### src/common/lsso_pkg.sv
// Shared constants and types for the long skip/sub/swap executor
`default_nettype none

package lsso_pkg;

    // ------------------------------------------------------------
    // Data widths
    // ------------------------------------------------------------
    localparam int DATA_W = 8;          // Byte width of memory and accumulator
    localparam int NIB_W = 4;           // Nibble width
    localparam int STAT_W = 6;          // Number of status bits kept here

    // ------------------------------------------------------------
    // Status bit positions inside status_out
    // ------------------------------------------------------------
    localparam int STAT_SIGNED_EXCESS_POS = 0;  // Signed overflow
    localparam int STAT_ZERO_POS = 1;           // Result zero
    localparam int STAT_HALF_BORROW_POS = 2;    // Low nibble borrow state
    localparam int STAT_CARRY_POS = 3;          // Carry, low on borrow
    localparam int STAT_SIGNED_BORROW_POS = 4;  // Signed less-than
    localparam int STAT_CHAINED_NULL_POS = 5;   // Chained zero

    // ------------------------------------------------------------
    // Reset values
    // ------------------------------------------------------------
    localparam logic [7:0] ACC_RST = 8'h00;      // Accumulator after reset
    localparam logic [5:0] STATUS_RST = 6'h00;   // Status bits after reset
    localparam logic [7:0] ZERO_BYTE = 8'h00;    // Value that a skip tests against

    // ------------------------------------------------------------
    // Cycle counts
    // ------------------------------------------------------------
    localparam logic [1:0] LONG_OP_CYCLES = 2'h2;   // Cycles of any op here, not counting the dummy slot of a taken skip
    localparam logic [1:0] EXEC_CNT_RST = 2'h0;     // Idle counter value
    localparam logic [1:0] EXEC_CNT_LOAD = 2'(LONG_OP_CYCLES - 2'h1); // Busy cycles

    // ------------------------------------------------------------
    // Operations of the group
    // ------------------------------------------------------------
    typedef enum logic [2:0] {
        skip_if_nonzero_long,
        skip_if_zero_long,
        load_and_skip_if_zero,
        subtract_into_accumulator,
        subtract_into_memory,
        nibble_exchange_in_place,
        nibble_exchange_to_accumulator
    } lsso_op_e;

endpackage

`default_nettype wire

### src/hw/lsso_alu.sv
// Combinational subtractor and nibble exchanger for the long op executor
`timescale 1ns/100ps
`default_nettype none

module lsso_alu
    import lsso_pkg::*;
(
    input wire logic [7:0] acc_in,          // Current accumulator
    input wire logic [7:0] mem_in,          // Addressed memory byte
    output logic [7:0] diff_out,            // Accumulator minus memory
    output logic [5:0] sub_flags_out,       // Status bits for a subtract
    output logic [7:0] swap_out             // Memory byte, nibbles exchanged
);

    // ------------------------------------------------------------
    // Nibble exchange
    // ------------------------------------------------------------
    genvar gi;
    generate
        for (gi = 0; gi < NIB_W; gi++) begin : g_swap
            // Low nibble goes high and high nibble goes low
            assign swap_out[gi + NIB_W] = mem_in[gi];
            assign swap_out[gi] = mem_in[gi + NIB_W];
        end
    endgenerate

    // ------------------------------------------------------------
    // Subtractor and its flags
    // ------------------------------------------------------------
    logic [8:0] wide_diff;   // Bit 8 set on full borrow
    logic [4:0] nib_diff;    // Bit 4 set on low nibble borrow
    logic ovf;               // Signed overflow

    // One extra bit on each subtract exposes the borrow without a compare
    always_comb begin
        wide_diff = {1'b0, acc_in} - {1'b0, mem_in};
        nib_diff = {1'b0, acc_in[3:0]} - {1'b0, mem_in[3:0]};
        diff_out = wide_diff[7:0];
        // Operands of unlike sign whose result sign follows the subtrahend
        ovf = (acc_in[7] ^ mem_in[7]) & (acc_in[7] ^ wide_diff[7]);
        sub_flags_out = STATUS_RST;
        sub_flags_out[STAT_SIGNED_EXCESS_POS] = ovf;
        sub_flags_out[STAT_ZERO_POS] = (wide_diff[7:0] == ZERO_BYTE);
        sub_flags_out[STAT_HALF_BORROW_POS] = ~nib_diff[4];
        sub_flags_out[STAT_CARRY_POS] = ~wide_diff[8];
        sub_flags_out[STAT_SIGNED_BORROW_POS] = ovf ^ wide_diff[7];
        // No carry chain in this subtract, so chained zero is plain zero
        sub_flags_out[STAT_CHAINED_NULL_POS] = (wide_diff[7:0] == ZERO_BYTE);
    end

endmodule

`default_nettype wire

### src/hw/lsso_exec.sv
// Executor for the long skip, subtract and nibble exchange operations
`timescale 1ns/100ps
`default_nettype none

module lsso_exec
    import lsso_pkg::*;
(
    input wire logic ref_clk_in,                 // System clock, 100 MHz
    input wire logic reset_in,                   // Synchronous reset, high
    input wire logic op_valid_in,                // Operation request
    input wire lsso_op_e op_code_in,             // Which operation
    input wire logic [7:0] mem_data_in,          // Addressed memory byte
    input wire logic acc_load_in,                // Load accumulator from core
    input wire logic [7:0] acc_load_data_in,     // Value for that load
    output logic op_ready_out,                   // Request may be taken
    output logic [7:0] acc_out,                  // Accumulator
    output logic [5:0] status_out,               // Status bits
    output logic mem_wr_en_out,                  // Memory write strobe
    output logic [7:0] mem_wr_data_out,          // Memory write data
    output logic skip_taken_out,                 // Next op is suppressed
    output logic dummy_cycle_out,                // Inserted dummy cycle
    output logic op_done_out                     // Operation finished
);

    // ------------------------------------------------------------
    // Decode helpers
    // ------------------------------------------------------------

    // True for the three conditional skip operations
    // Only these may ask for a dummy slot
    function automatic logic is_skip_op(input lsso_op_e op);
        return (op == skip_if_nonzero_long) ||
               (op == skip_if_zero_long) ||
               (op == load_and_skip_if_zero);
    endfunction

    // True for the two subtract operations
    // Only these two may rewrite the status bits
    function automatic logic is_sub_op(input lsso_op_e op);
        return (op == subtract_into_accumulator) ||
               (op == subtract_into_memory);
    endfunction

    // True where the skip condition for the op holds on this byte
    function automatic logic skip_cond(input lsso_op_e op, input logic [7:0] b);
        logic zero;
        zero = (b == ZERO_BYTE);
        case (op)
            skip_if_nonzero_long: skip_cond = !zero;
            skip_if_zero_long: skip_cond = zero;
            load_and_skip_if_zero: skip_cond = zero;
            // Codes outside the skip group never skip
            default: skip_cond = 1'b0;
        endcase
    endfunction

    // ------------------------------------------------------------
    // Arithmetic datapath
    // ------------------------------------------------------------
    logic [7:0] diff;        // Accumulator minus memory
    logic [5:0] sub_flags;   // Flags that a subtract would produce
    logic [7:0] swapped;     // Memory byte with nibbles exchanged

    // Declared early: the subtractor reads the accumulator
    logic [7:0] acc_ff;           // Accumulator
    logic [7:0] nxt_acc;
    logic [5:0] status_ff;        // Status bits
    logic [5:0] nxt_status;
    logic wr_en_ff;               // Memory write strobe
    logic nxt_wr_en;
    logic [7:0] wr_data_ff;       // Memory write data
    logic [7:0] nxt_wr_data;

    // Subtract and exchange are both always ready; the decode picks one
    // The accumulator operand comes from a flop, so a core load cannot race it
    lsso_alu u_alu (
        .acc_in(acc_ff),
        .mem_in(mem_data_in),
        .diff_out(diff),
        .sub_flags_out(sub_flags),
        .swap_out(swapped)
    );

    // ------------------------------------------------------------
    // Sequencer state
    // ------------------------------------------------------------
    // Body phase, then the dummy slot of a taken skip
    typedef enum logic [1:0] {
        lsso_idle,       // Waiting for an operation
        lsso_exec_st,    // Remaining body cycles of an operation
        lsso_dummy       // Dummy cycle in place of the skipped op
    } lsso_state_e;

    lsso_state_e state_ff;        // Current sequencer state
    lsso_state_e nxt_state;       // Next sequencer state
    logic [1:0] cnt_ff;           // Body cycles left
    logic [1:0] nxt_cnt;

    logic skip_ff;                // Pending skip for this op
    logic nxt_skip;
    logic ready_ff;               // Registered ready
    logic nxt_ready;

    // Pulses below are high for one cycle each
    logic done_ff;                // Registered completion pulse
    logic nxt_done;
    logic dummy_ff;               // Registered dummy marker
    logic nxt_dummy;
    logic skip_out_ff;            // Registered skip marker
    logic nxt_skip_out;

    // Request taken only while idle and ready
    // Busy requests fall away with no sign
    logic take;
    assign take = op_valid_in && ready_ff;

    // Work out where the sequence goes next
    always_comb begin
        nxt_state = state_ff;
        nxt_cnt = cnt_ff;
        nxt_skip = skip_ff;
        nxt_ready = ready_ff;
        nxt_done = 1'b0;
        nxt_dummy = 1'b0;
        nxt_skip_out = 1'b0;

        // Pulses stay low unless a phase ends
        case (state_ff)
            lsso_idle: begin
                // Sit here until a request is taken
                if (take) begin
                    // First cycle is the request cycle itself
                    nxt_state = lsso_exec_st;
                    nxt_cnt = EXEC_CNT_LOAD;
                    nxt_skip = is_skip_op(op_code_in) &&
                               skip_cond(op_code_in, mem_data_in);
                    nxt_ready = 1'b0;
                end
            end
            lsso_exec_st: begin
                if (cnt_ff > 2'h1) begin
                    // Longer bodies just count down
                    nxt_cnt = cnt_ff - 2'h1;
                end else if (skip_ff) begin
                    // Fetch of the next op goes on under a dummy slot
                    nxt_state = lsso_dummy;
                    nxt_cnt = EXEC_CNT_RST;
                    nxt_dummy = 1'b1;
                    nxt_skip_out = 1'b1;
                end else begin
                    // No dummy cycle when the skip is not taken
                    nxt_state = lsso_idle;
                    nxt_cnt = EXEC_CNT_RST;
                    // Ready returns with done: back to back ops
                    nxt_ready = 1'b1;
                    nxt_done = 1'b1;
                end
            end
            lsso_dummy: begin
                // Third cycle over; the skipped op never executes
                // Next fetch already ran under this slot
                nxt_state = lsso_idle;
                nxt_skip = 1'b0;
                nxt_ready = 1'b1;
                nxt_done = 1'b1;
            end
            default: begin
                // Unreachable encoding, recover to idle
                // No pulse is raised on the way out
                nxt_state = lsso_idle;
                nxt_cnt = EXEC_CNT_RST;
                nxt_skip = 1'b0;
                nxt_ready = 1'b1;
            end
        endcase
    end

    // Register the sequencer
    always_ff @(posedge ref_clk_in) begin
        if (reset_in) begin
            // Ready at once, so an op may follow release
            state_ff <= lsso_idle;
            cnt_ff <= EXEC_CNT_RST;
            skip_ff <= 1'b0;
            ready_ff <= 1'b1;
            done_ff <= 1'b0;
            dummy_ff <= 1'b0;
            skip_out_ff <= 1'b0;
        end else begin
            // Straight copy of the next values
            state_ff <= nxt_state;
            cnt_ff <= nxt_cnt;
            skip_ff <= nxt_skip;
            ready_ff <= nxt_ready;
            done_ff <= nxt_done;
            dummy_ff <= nxt_dummy;
            skip_out_ff <= nxt_skip_out;
        end
    end

    // ------------------------------------------------------------
    // Architectural state: accumulator, status, memory write
    // ------------------------------------------------------------

    // Results are committed in the request cycle so the core sees them
    // one edge later, whether or not a dummy cycle follows
    always_comb begin
        nxt_acc = acc_ff;
        nxt_status = status_ff;
        nxt_wr_en = 1'b0;
        nxt_wr_data = wr_data_ff;

        // A taken request wins over a core load
        if (take) begin
            case (op_code_in)
                subtract_into_accumulator: begin
                    // Memory is not written
                    nxt_acc = diff;
                end
                subtract_into_memory: begin
                    // Accumulator left as it was
                    nxt_wr_en = 1'b1;
                    nxt_wr_data = diff;
                end
                load_and_skip_if_zero: begin
                    // Copy happens whatever the skip outcome
                    nxt_acc = mem_data_in;
                end
                nibble_exchange_in_place: begin
                    // Accumulator is kept
                    nxt_wr_en = 1'b1;
                    nxt_wr_data = swapped;
                end
                nibble_exchange_to_accumulator: begin
                    // Memory byte is not rewritten
                    nxt_acc = swapped;
                end
                default: begin
                    // Plain skips change no data
                    nxt_acc = acc_ff;
                end
            endcase

            // Only subtracts touch the flags
            if (is_sub_op(op_code_in)) begin
                nxt_status = sub_flags;
            end
        end else if (acc_load_in && ready_ff) begin
            // Load from other core logic only between operations
            // A load while busy is dropped with no sign
            nxt_acc = acc_load_data_in;
        end
    end

    // Register the architectural state
    always_ff @(posedge ref_clk_in) begin
        if (reset_in) begin
            // No subtract has run, so status starts clear
            acc_ff <= ACC_RST;
            status_ff <= STATUS_RST;
            wr_en_ff <= 1'b0;
            wr_data_ff <= ZERO_BYTE;
        end else begin
            // Registers only copy; all choice is above
            acc_ff <= nxt_acc;
            status_ff <= nxt_status;
            wr_en_ff <= nxt_wr_en;
            wr_data_ff <= nxt_wr_data;
        end
    end

    // ------------------------------------------------------------
    // Outputs, each straight from a flip-flop
    // ------------------------------------------------------------
    // No output is decoded from state, so none can glitch
    assign op_ready_out = ready_ff;
    assign acc_out = acc_ff;
    assign status_out = status_ff;
    assign mem_wr_en_out = wr_en_ff;
    assign mem_wr_data_out = wr_data_ff;
    // One-cycle markers of the op sequence
    assign skip_taken_out = skip_out_ff;
    assign dummy_cycle_out = dummy_ff;
    assign op_done_out = done_ff;

endmodule

`default_nettype wire

### config.mk
export PLATFORM = sky130hd
export DESIGN_NAME = lsso_exec
export DESIGN_NICKNAME = d
export VERILOG_FILES = /design/src/common/lsso_pkg.sv /design/src/hw/lsso_alu.sv /design/src/hw/lsso_exec.sv
export SDC_FILE = /design/constraint.sdc
export NUM_CORES = 1
export LEC_CHECK = 0
export ABC_CLOCK_PERIOD_IN_PS = 8200
export CAP_MARGIN = 0
export CORE_MARGIN = 8
export CORE_UTILIZATION = 55
export CTS_CLUSTER_DIAMETER = 200
export DETAILED_ROUTE_END_ITERATION = 8
export DONT_BUFFER_PORTS = 1
export GPL_ROUTABILITY_DRIVEN = 0
export PLACE_DENSITY_LB_ADDON = 0.15
export SLEW_MARGIN = 40
export SYNTH_ARGS = -nofsm -noshare
export SYNTH_HDL_FRONTEND = slang
export SYNTH_SLANG_ARGS = --single-unit
### constraint.sdc
create_clock -name ref_clk_in -period 8.2 [get_ports ref_clk_in]
set_input_delay 2.46 -clock ref_clk_in [delete_from_list [all_inputs] [get_ports ref_clk_in]]
set_output_delay 2.46 -clock ref_clk_in [all_outputs]
set_load 0.05 [all_outputs]
==> metrics.cfg, run 1 <==
[synth]
synth_area_um2=1970
synth_top_cell_area_share_pct=30.5
synth.distinct_cells=51
seq_area_frac_synth_pct=30.5
yosys.area.top_type=dfxtp_1
synth_nets=278
synthArstFlopShare_pct=0
synth-edff-count=0
syn_inst=242
avgSynthCellArea_um2=8.14
ys.flop_type=dfxtp_1
synth_area_leaders=dfxtp_1 30%, ha_1 7.0%, a21oi_1 6.6%, a211oi_1 4.6%, nor2_1 4.6%
yosysWarnings=0
synth_seq_cells=30

[clocking]
cts_buffer_depth=2
clkLatencyLatePin_ns=0.34
cts_sinks=30
post_cts_buffers=0
cts_resized=0
numCtsBuffers=5
h-tree-depth=2
cts_tree=done
cts.clk_slew.worst_paths_ns=0.10
cts_hold_buffers=0
cts_root_buf=clkbuf_4

[worst_setup_path]
cp-start-kind=primary input
crit_top_cell=a21oi_1
cp_cell_sequence=inv_1 -> ha_1 -> o21ai_1 -> a21oi_1 -> o221ai_1 -> nand2b_1 -> a21oi_1 -> fa_1 -> a211oi_1 -> a21oi_1 -> a211oi_1
path_max_fanout=4
critPathKind=primary input to flop
crit_path_end_kind=flop
cpMaxStageDelayCell=fa_1
critPathMaxStageDelay_ns=0.51
worst_r2r_path_depth=10
crit_required_ns=8.45
critPathArrivalTime_ns=4.87

[die]
dieArea_um2=5750
start_util_pct=58.1
core_um2=3390
rows=21
fp.dieW_um=75.9
ioPinCount=50
fp.dieH_um=75.9

[power]
power_frac_seq_pct=49.8
p_switching_mw=0.144
pwr-share-comb_pct=24.5
p_sw_share_pct=38.2
ir_drop_mv=0.0961
p_clk_share_pct=25.7
p_per_area_nw_per_um2=187
p_leak_nw=0.810
internal-power_mw=0.233

[finish]
drive_gt1_share_pct=6.38
final_cell_mix=28 x dfxtp_1, 26 x a21oi_1, 24 x nor2_1
num_antenna_cells=0
fin_area_um2=2020
final_nets=270
final_cell_count_no_fill=281
finish.utilization_pct=59.5
syn_to_final_growth_pct=2.29
final_common_cell=dfxtp_1

[detailed_routing]
wl_met3_um=585
vias=1804
dr.first_iter.drc_count=136
topRoutingLayerUsed=met4
postRouteWirelength_um=5390
drt-vias-per-instance=6.42
firstDrtPassIters=4
wl_met1_um=2200
wl_per_cell_um=19.2
final_antenna_net_count=0
wl_met2_um=2530
drc_errors=0

[grt]
grt_pass1_vias=1778
grt_pass1_wl_um=8800
antenna_found_initial=0
grtUsageTotal_pct=20.1
grt_remaining_overflow=0
grt_max_degree=34

[status]
status=completed

[placed_design]
dpl_cell_area_um2=1950
dp_hpwl_um=4070
numPortBuffers=0
dp_cells=273

[sta]
period_minus_slack_ns=4.62
holdWs_ns=0.474
maxSlewViolCount=0
fmax_mhz=216
tightest_slew_ns=0.781
slew_headroom_pct=47.9
fin_tns_setup_ns=0
period_share_pct=56.4
final-setup-viol-count=0
rsz0062_at_grt=false
fin_skew_ns=0.0153
hold_viol_final=0

[min_path]
hold_path.class=flop to flop
min_path_cells=2

[flow_run]
maxCapViolCount=0

metrics by stage:
stage                     worst slack [ns]  power, mW
final                                 3.58      0.377
after global routing                  3.44      0.400
after CTS                             3.65      0.378
after detailed placement              3.30      0.282
after global placement                3.46      0.280
after floorplan                       3.62      0.267
kinds of logic after synthesis:
kind of cell	share of synthesized area [%]
flip-flops	30.5
AO/OA/AOI/OAI	27.3
XOR/XNOR	1.78
multiplexers	3.05
AND/OR/NAND/NOR	21.5
buffers and inverters	6.86
adder cells (fa/ha/maj)	9.02
flip-flops by register name (all words and copies together) (netlist names):
register,cells
mem_wr_en_out,1
status_out,5
state_ff,2
op_ready_out,1
skip_taken_out,1
op_done_out,1
cnt_ff,2
skip_ff,1
acc_out,8
mem_wr_data_out,8
worst paths after layout:
path                        from          end  slack, ns
setup reg to reg      acc_out[2]   acc_out[7]       5.01
hold / removal       state_ff[1]  state_ff[1]       0.47
setup / recovery  mem_data_in[2]   acc_out[7]       3.58
hold reg to reg      state_ff[1]  state_ff[1]       0.47
area by class of cell:
cell class / instances / area [um2]
clock buffer: 6 / 51.3
clock inverter: 2 / 12.5
inverter: 15 / 56.3
fill: 324 / 1370
multi-input combinational: 182 / 1230
sequential: 30 / 603
tap: 46 / 57.6
routing by layer:
metal / vias to the layer above / track usage (%)
li1: 867 / -
met1: 835 / 24.1
met2: 94 / 33.4
met3: 8 / 6.45
met4: 0 / 5.54
met5: - / 0
power by group through the flow:
stage / sequential, mW / clock [mW] / combinational [mW]
2_1_floorplan: 0.187 / 0 / 0.0792
3_3_place_gp: 0.191 / 0 / 0.0884
3_5_place_dp: 0.192 / 0 / 0.0900
4_1_cts: 0.188 / 0.0989 / 0.0908
5_1_grt: 0.189 / 0.108 / 0.103
6_report: 0.188 / 0.0971 / 0.0922
critical path, delay by kind of cell:
| kind | cells | cell delay (ns) |
|---|---|---|
| buffers and inverters | 1 | 0.04 |
| and+or+nand+nor | 1 | 0.11 |
| adders and majority gates | 2 | 0.85 |
| AOI/OAI and AO/OA | 7 | 1.40 |
cells in the mapped netlist (3+ instances only):
cell and number:
a221oi_1 4, nor2b_1 3, ha_1 11, nor3b_1 4
dfxtp_1 30, xor2_1 3, o31ai_1 4, a211oi_1 12
mux2i_1 6, nor2_1 24, inv_1 15, a311oi_1 3
buf_2 6, a31oi_1 3, o211a_1 3, nand2_1 17
clkbuf_1 5, o21ai_1 3, o21ai_0 9, nand3b_1 3
a21oi_1 26, nand2b_1 6, a21o_1 3, nand3_1 5
Power figures use the tool's default switching activity.
==> run 2: changes to the inputs <==
Settings changed: ABC_AREA from default to 1, ABC_CLOCK_PERIOD_IN_PS 8200 to 4800.
Clock period 8.2 ns to 4.8 ns, I/O delays scaled along.
==> run 2 against run 1 <==
Utilization decreased by 0.13 points. Synthesized cell count increased by 15%. Cell area decreased by 0.99%.
==> metrics.cfg, run 2 <==
[status]
status=completed

[synth]
synth_top_cell_area_share_pct=31.2
synth.distinct_cells=33
synth_common_cells=53 x nand2_1, 31 x inv_1, 30 x a21oi_1, 30 x dfxtp_1, 30 x o21ai_0
synth_area_um2=1930
seq_area_frac_synth_pct=31.2
yosys.area.top_type=dfxtp_1
syn_inst=279
yosysWarnings=0
synth-edff-count=0
synthArstFlopShare_pct=0
avgSynthCellArea_um2=6.90
ys.flop_type=dfxtp_1
synth_seq_cells=30
synth_area_leaders=dfxtp_1 31%, nand2_1 10%, a21oi_1 7.8%, o21ai_0 7.8%, ha_1 7.1%
synth_nets=315
yosysMostFrequentCell=nand2_1

[die]
rows=21
fp.dieH_um=75.2
core_um2=3360
fp.dieW_um=75.2
start_util_pct=57.3
ioPinCount=50
dieArea_um2=5650

[grt]
grt_max_degree=25
grt_remaining_overflow=0
grt_pass1_vias=1671
grt_pass1_wl_um=8050
grtUsageTotal_pct=18.4
antenna_found_initial=0

[sta]
holdWs_ns=0.479
period_share_pct=68.9
rsz0062_at_grt=false
slew_headroom_pct=52.8
fmax_mhz=302
fin_skew_ns=0.00899
maxSlewViolCount=0
hold_viol_final=0
final-setup-viol-count=0
fin_tns_setup_ns=0
period_minus_slack_ns=3.31
tightest_slew_ns=0.706

[clocking]
clkLatencyLatePin_ns=0.32
cts_buffer_depth=2
cts_tree=done
cts_root_buf=clkbuf_4
cts_sinks=30
h-tree-depth=2
cts.clk_slew.worst_paths_ns=0.10
post_cts_buffers=0
numCtsBuffers=5
cts_hold_buffers=0
cts_resized=0

[worst_setup_path]
critPathArrivalTime_ns=3.56
cp_cell_sequence=inv_1 -> ha_1 -> nand2_1 -> inv_1 -> nand2_1 -> nand3_1 -> nand2_1 -> nand2_1 -> a21oi_1 -> fa_1 -> nand3_1 -> nor2_1 -> nand3_1 -> nor2_1 -> nand3_1 -> a21oi_1
cp-start-kind=primary input
cpMaxStageDelayCell=fa_1
crit_required_ns=5.05
crit_path_end_kind=flop
path_max_fanout=6
critPathMaxStageDelay_ns=0.56
critPathKind=primary input to flop

[finish]
drive_gt1_share_pct=8.57
final_nets=315
num_antenna_cells=0
final_cell_mix=53 x nand2_1, 31 x inv_1, 30 x a21oi_1, 30 x o21ai_0, 28 x dfxtp_1
syn_to_final_growth_pct=3.64
final_common_cell=nand2_1
final_cell_count_no_fill=326

[power]
ir_drop_mv=0.319
p_per_area_nw_per_um2=493
p_leak_nw=0.936

[detailed_routing]
final_antenna_net_count=0
drt-vias-per-instance=5.72
vias=1865
wl_per_cell_um=15.9
postRouteWirelength_um=5170
firstDrtPassIters=4
drc_errors=0
dr.first_iter.drc_count=107

[placed_design]
numPortBuffers=0
dp_hpwl_um=4210
dp_cells=318

[min_path]
hold_path.class=flop to flop

[flow_run]
maxCapViolCount=0

[run 2: cell types whose count changed after synthesis, sizes merged, moves of 4 or more]
cell	delta
mux2i	-6
a221oi	-4
o21ai	+24
nor3b	-4
o31ai	-4
a211oi	-11
o22ai	+10
nand2b	-6
nor2b	-4
nand3	+11
inv	+20
nand2	+40
buf	-5
[run 2: worst max-delay path: cells and delay by family]
family / cells / cell delay, ns
AOI/OAI and AO/OA: 2 / 0.19
and+or+nand+nor: 10 / 0.85
buffers and inverters: 2 / 0.13
adders and majority gates: 2 / 0.95
[run 2: per-stage QoR]
stage	setup slack (ns)	utilization, %	total power [mW]	area, um2
2_1_floorplan	1.40	-	0.745	1930
3_3_place_gp	1.26	57.5	0.825	1930
3_5_place_dp	1.17	57.6	0.830	1940
4_1_cts	1.52	59.3	0.983	2000
5_1_grt	1.24	59.3	1.05	2000
6_report	1.49	59.3	0.984	2000
[run 2: cells by family after synthesis]
group | Yosys count | share of synthesized area, %
compound gates | 84 | 24.6
simple gates | 106 | 23.9
flops | 30 | 31.2
buf+inv | 43 | 9.68
xor+xnor | 3 | 1.36
fa+ha+maj | 13 | 9.23
[run 2: final cells by class]
cell class | count | area (um2)
well taps | 46 | 57.6
clock inverters | 1 | 5.00
fillers | 346 | 1370
clock buffers | 7 | 55.1
multi-input cells | 206 | 1140
inverters | 36 | 136
flip-flops and latches | 30 | 603
[run 2: routing by layer]
layer	share of wire (%)	vias up	global-route usage, %
met4	0.23	0	3.62
met1	43	829	23.6
li1	-	942	-
met3	13	2	8.79
met2	43	92	27.4
met5	0	-	0
[run 2: worst paths after layout]
path / startpoint / endpoint / slack (ns) / depth (start not counted)
worst max-delay path: mem_data_in[3] / status_out[1] / 1.49 / 16
worst min-delay path: cnt_ff[1] / cnt_ff[1] / 0.48 / 2
worst max register to register: acc_out[3] / status_out[0] / 1.99 / 12
worst min register to register: cnt_ff[1] / cnt_ff[1] / 0.48 / 2
[run 2: report_power, final]
| group | switching, mW | internal [mW] | leakage [nW] |
|---|---|---|---|
| clock | 0.0838 | 0.0709 | 0.0353 |
| combinational | 0.243 | 0.138 | 0.654 |
| sequential | 0.155 | 0.293 | 0.247 |
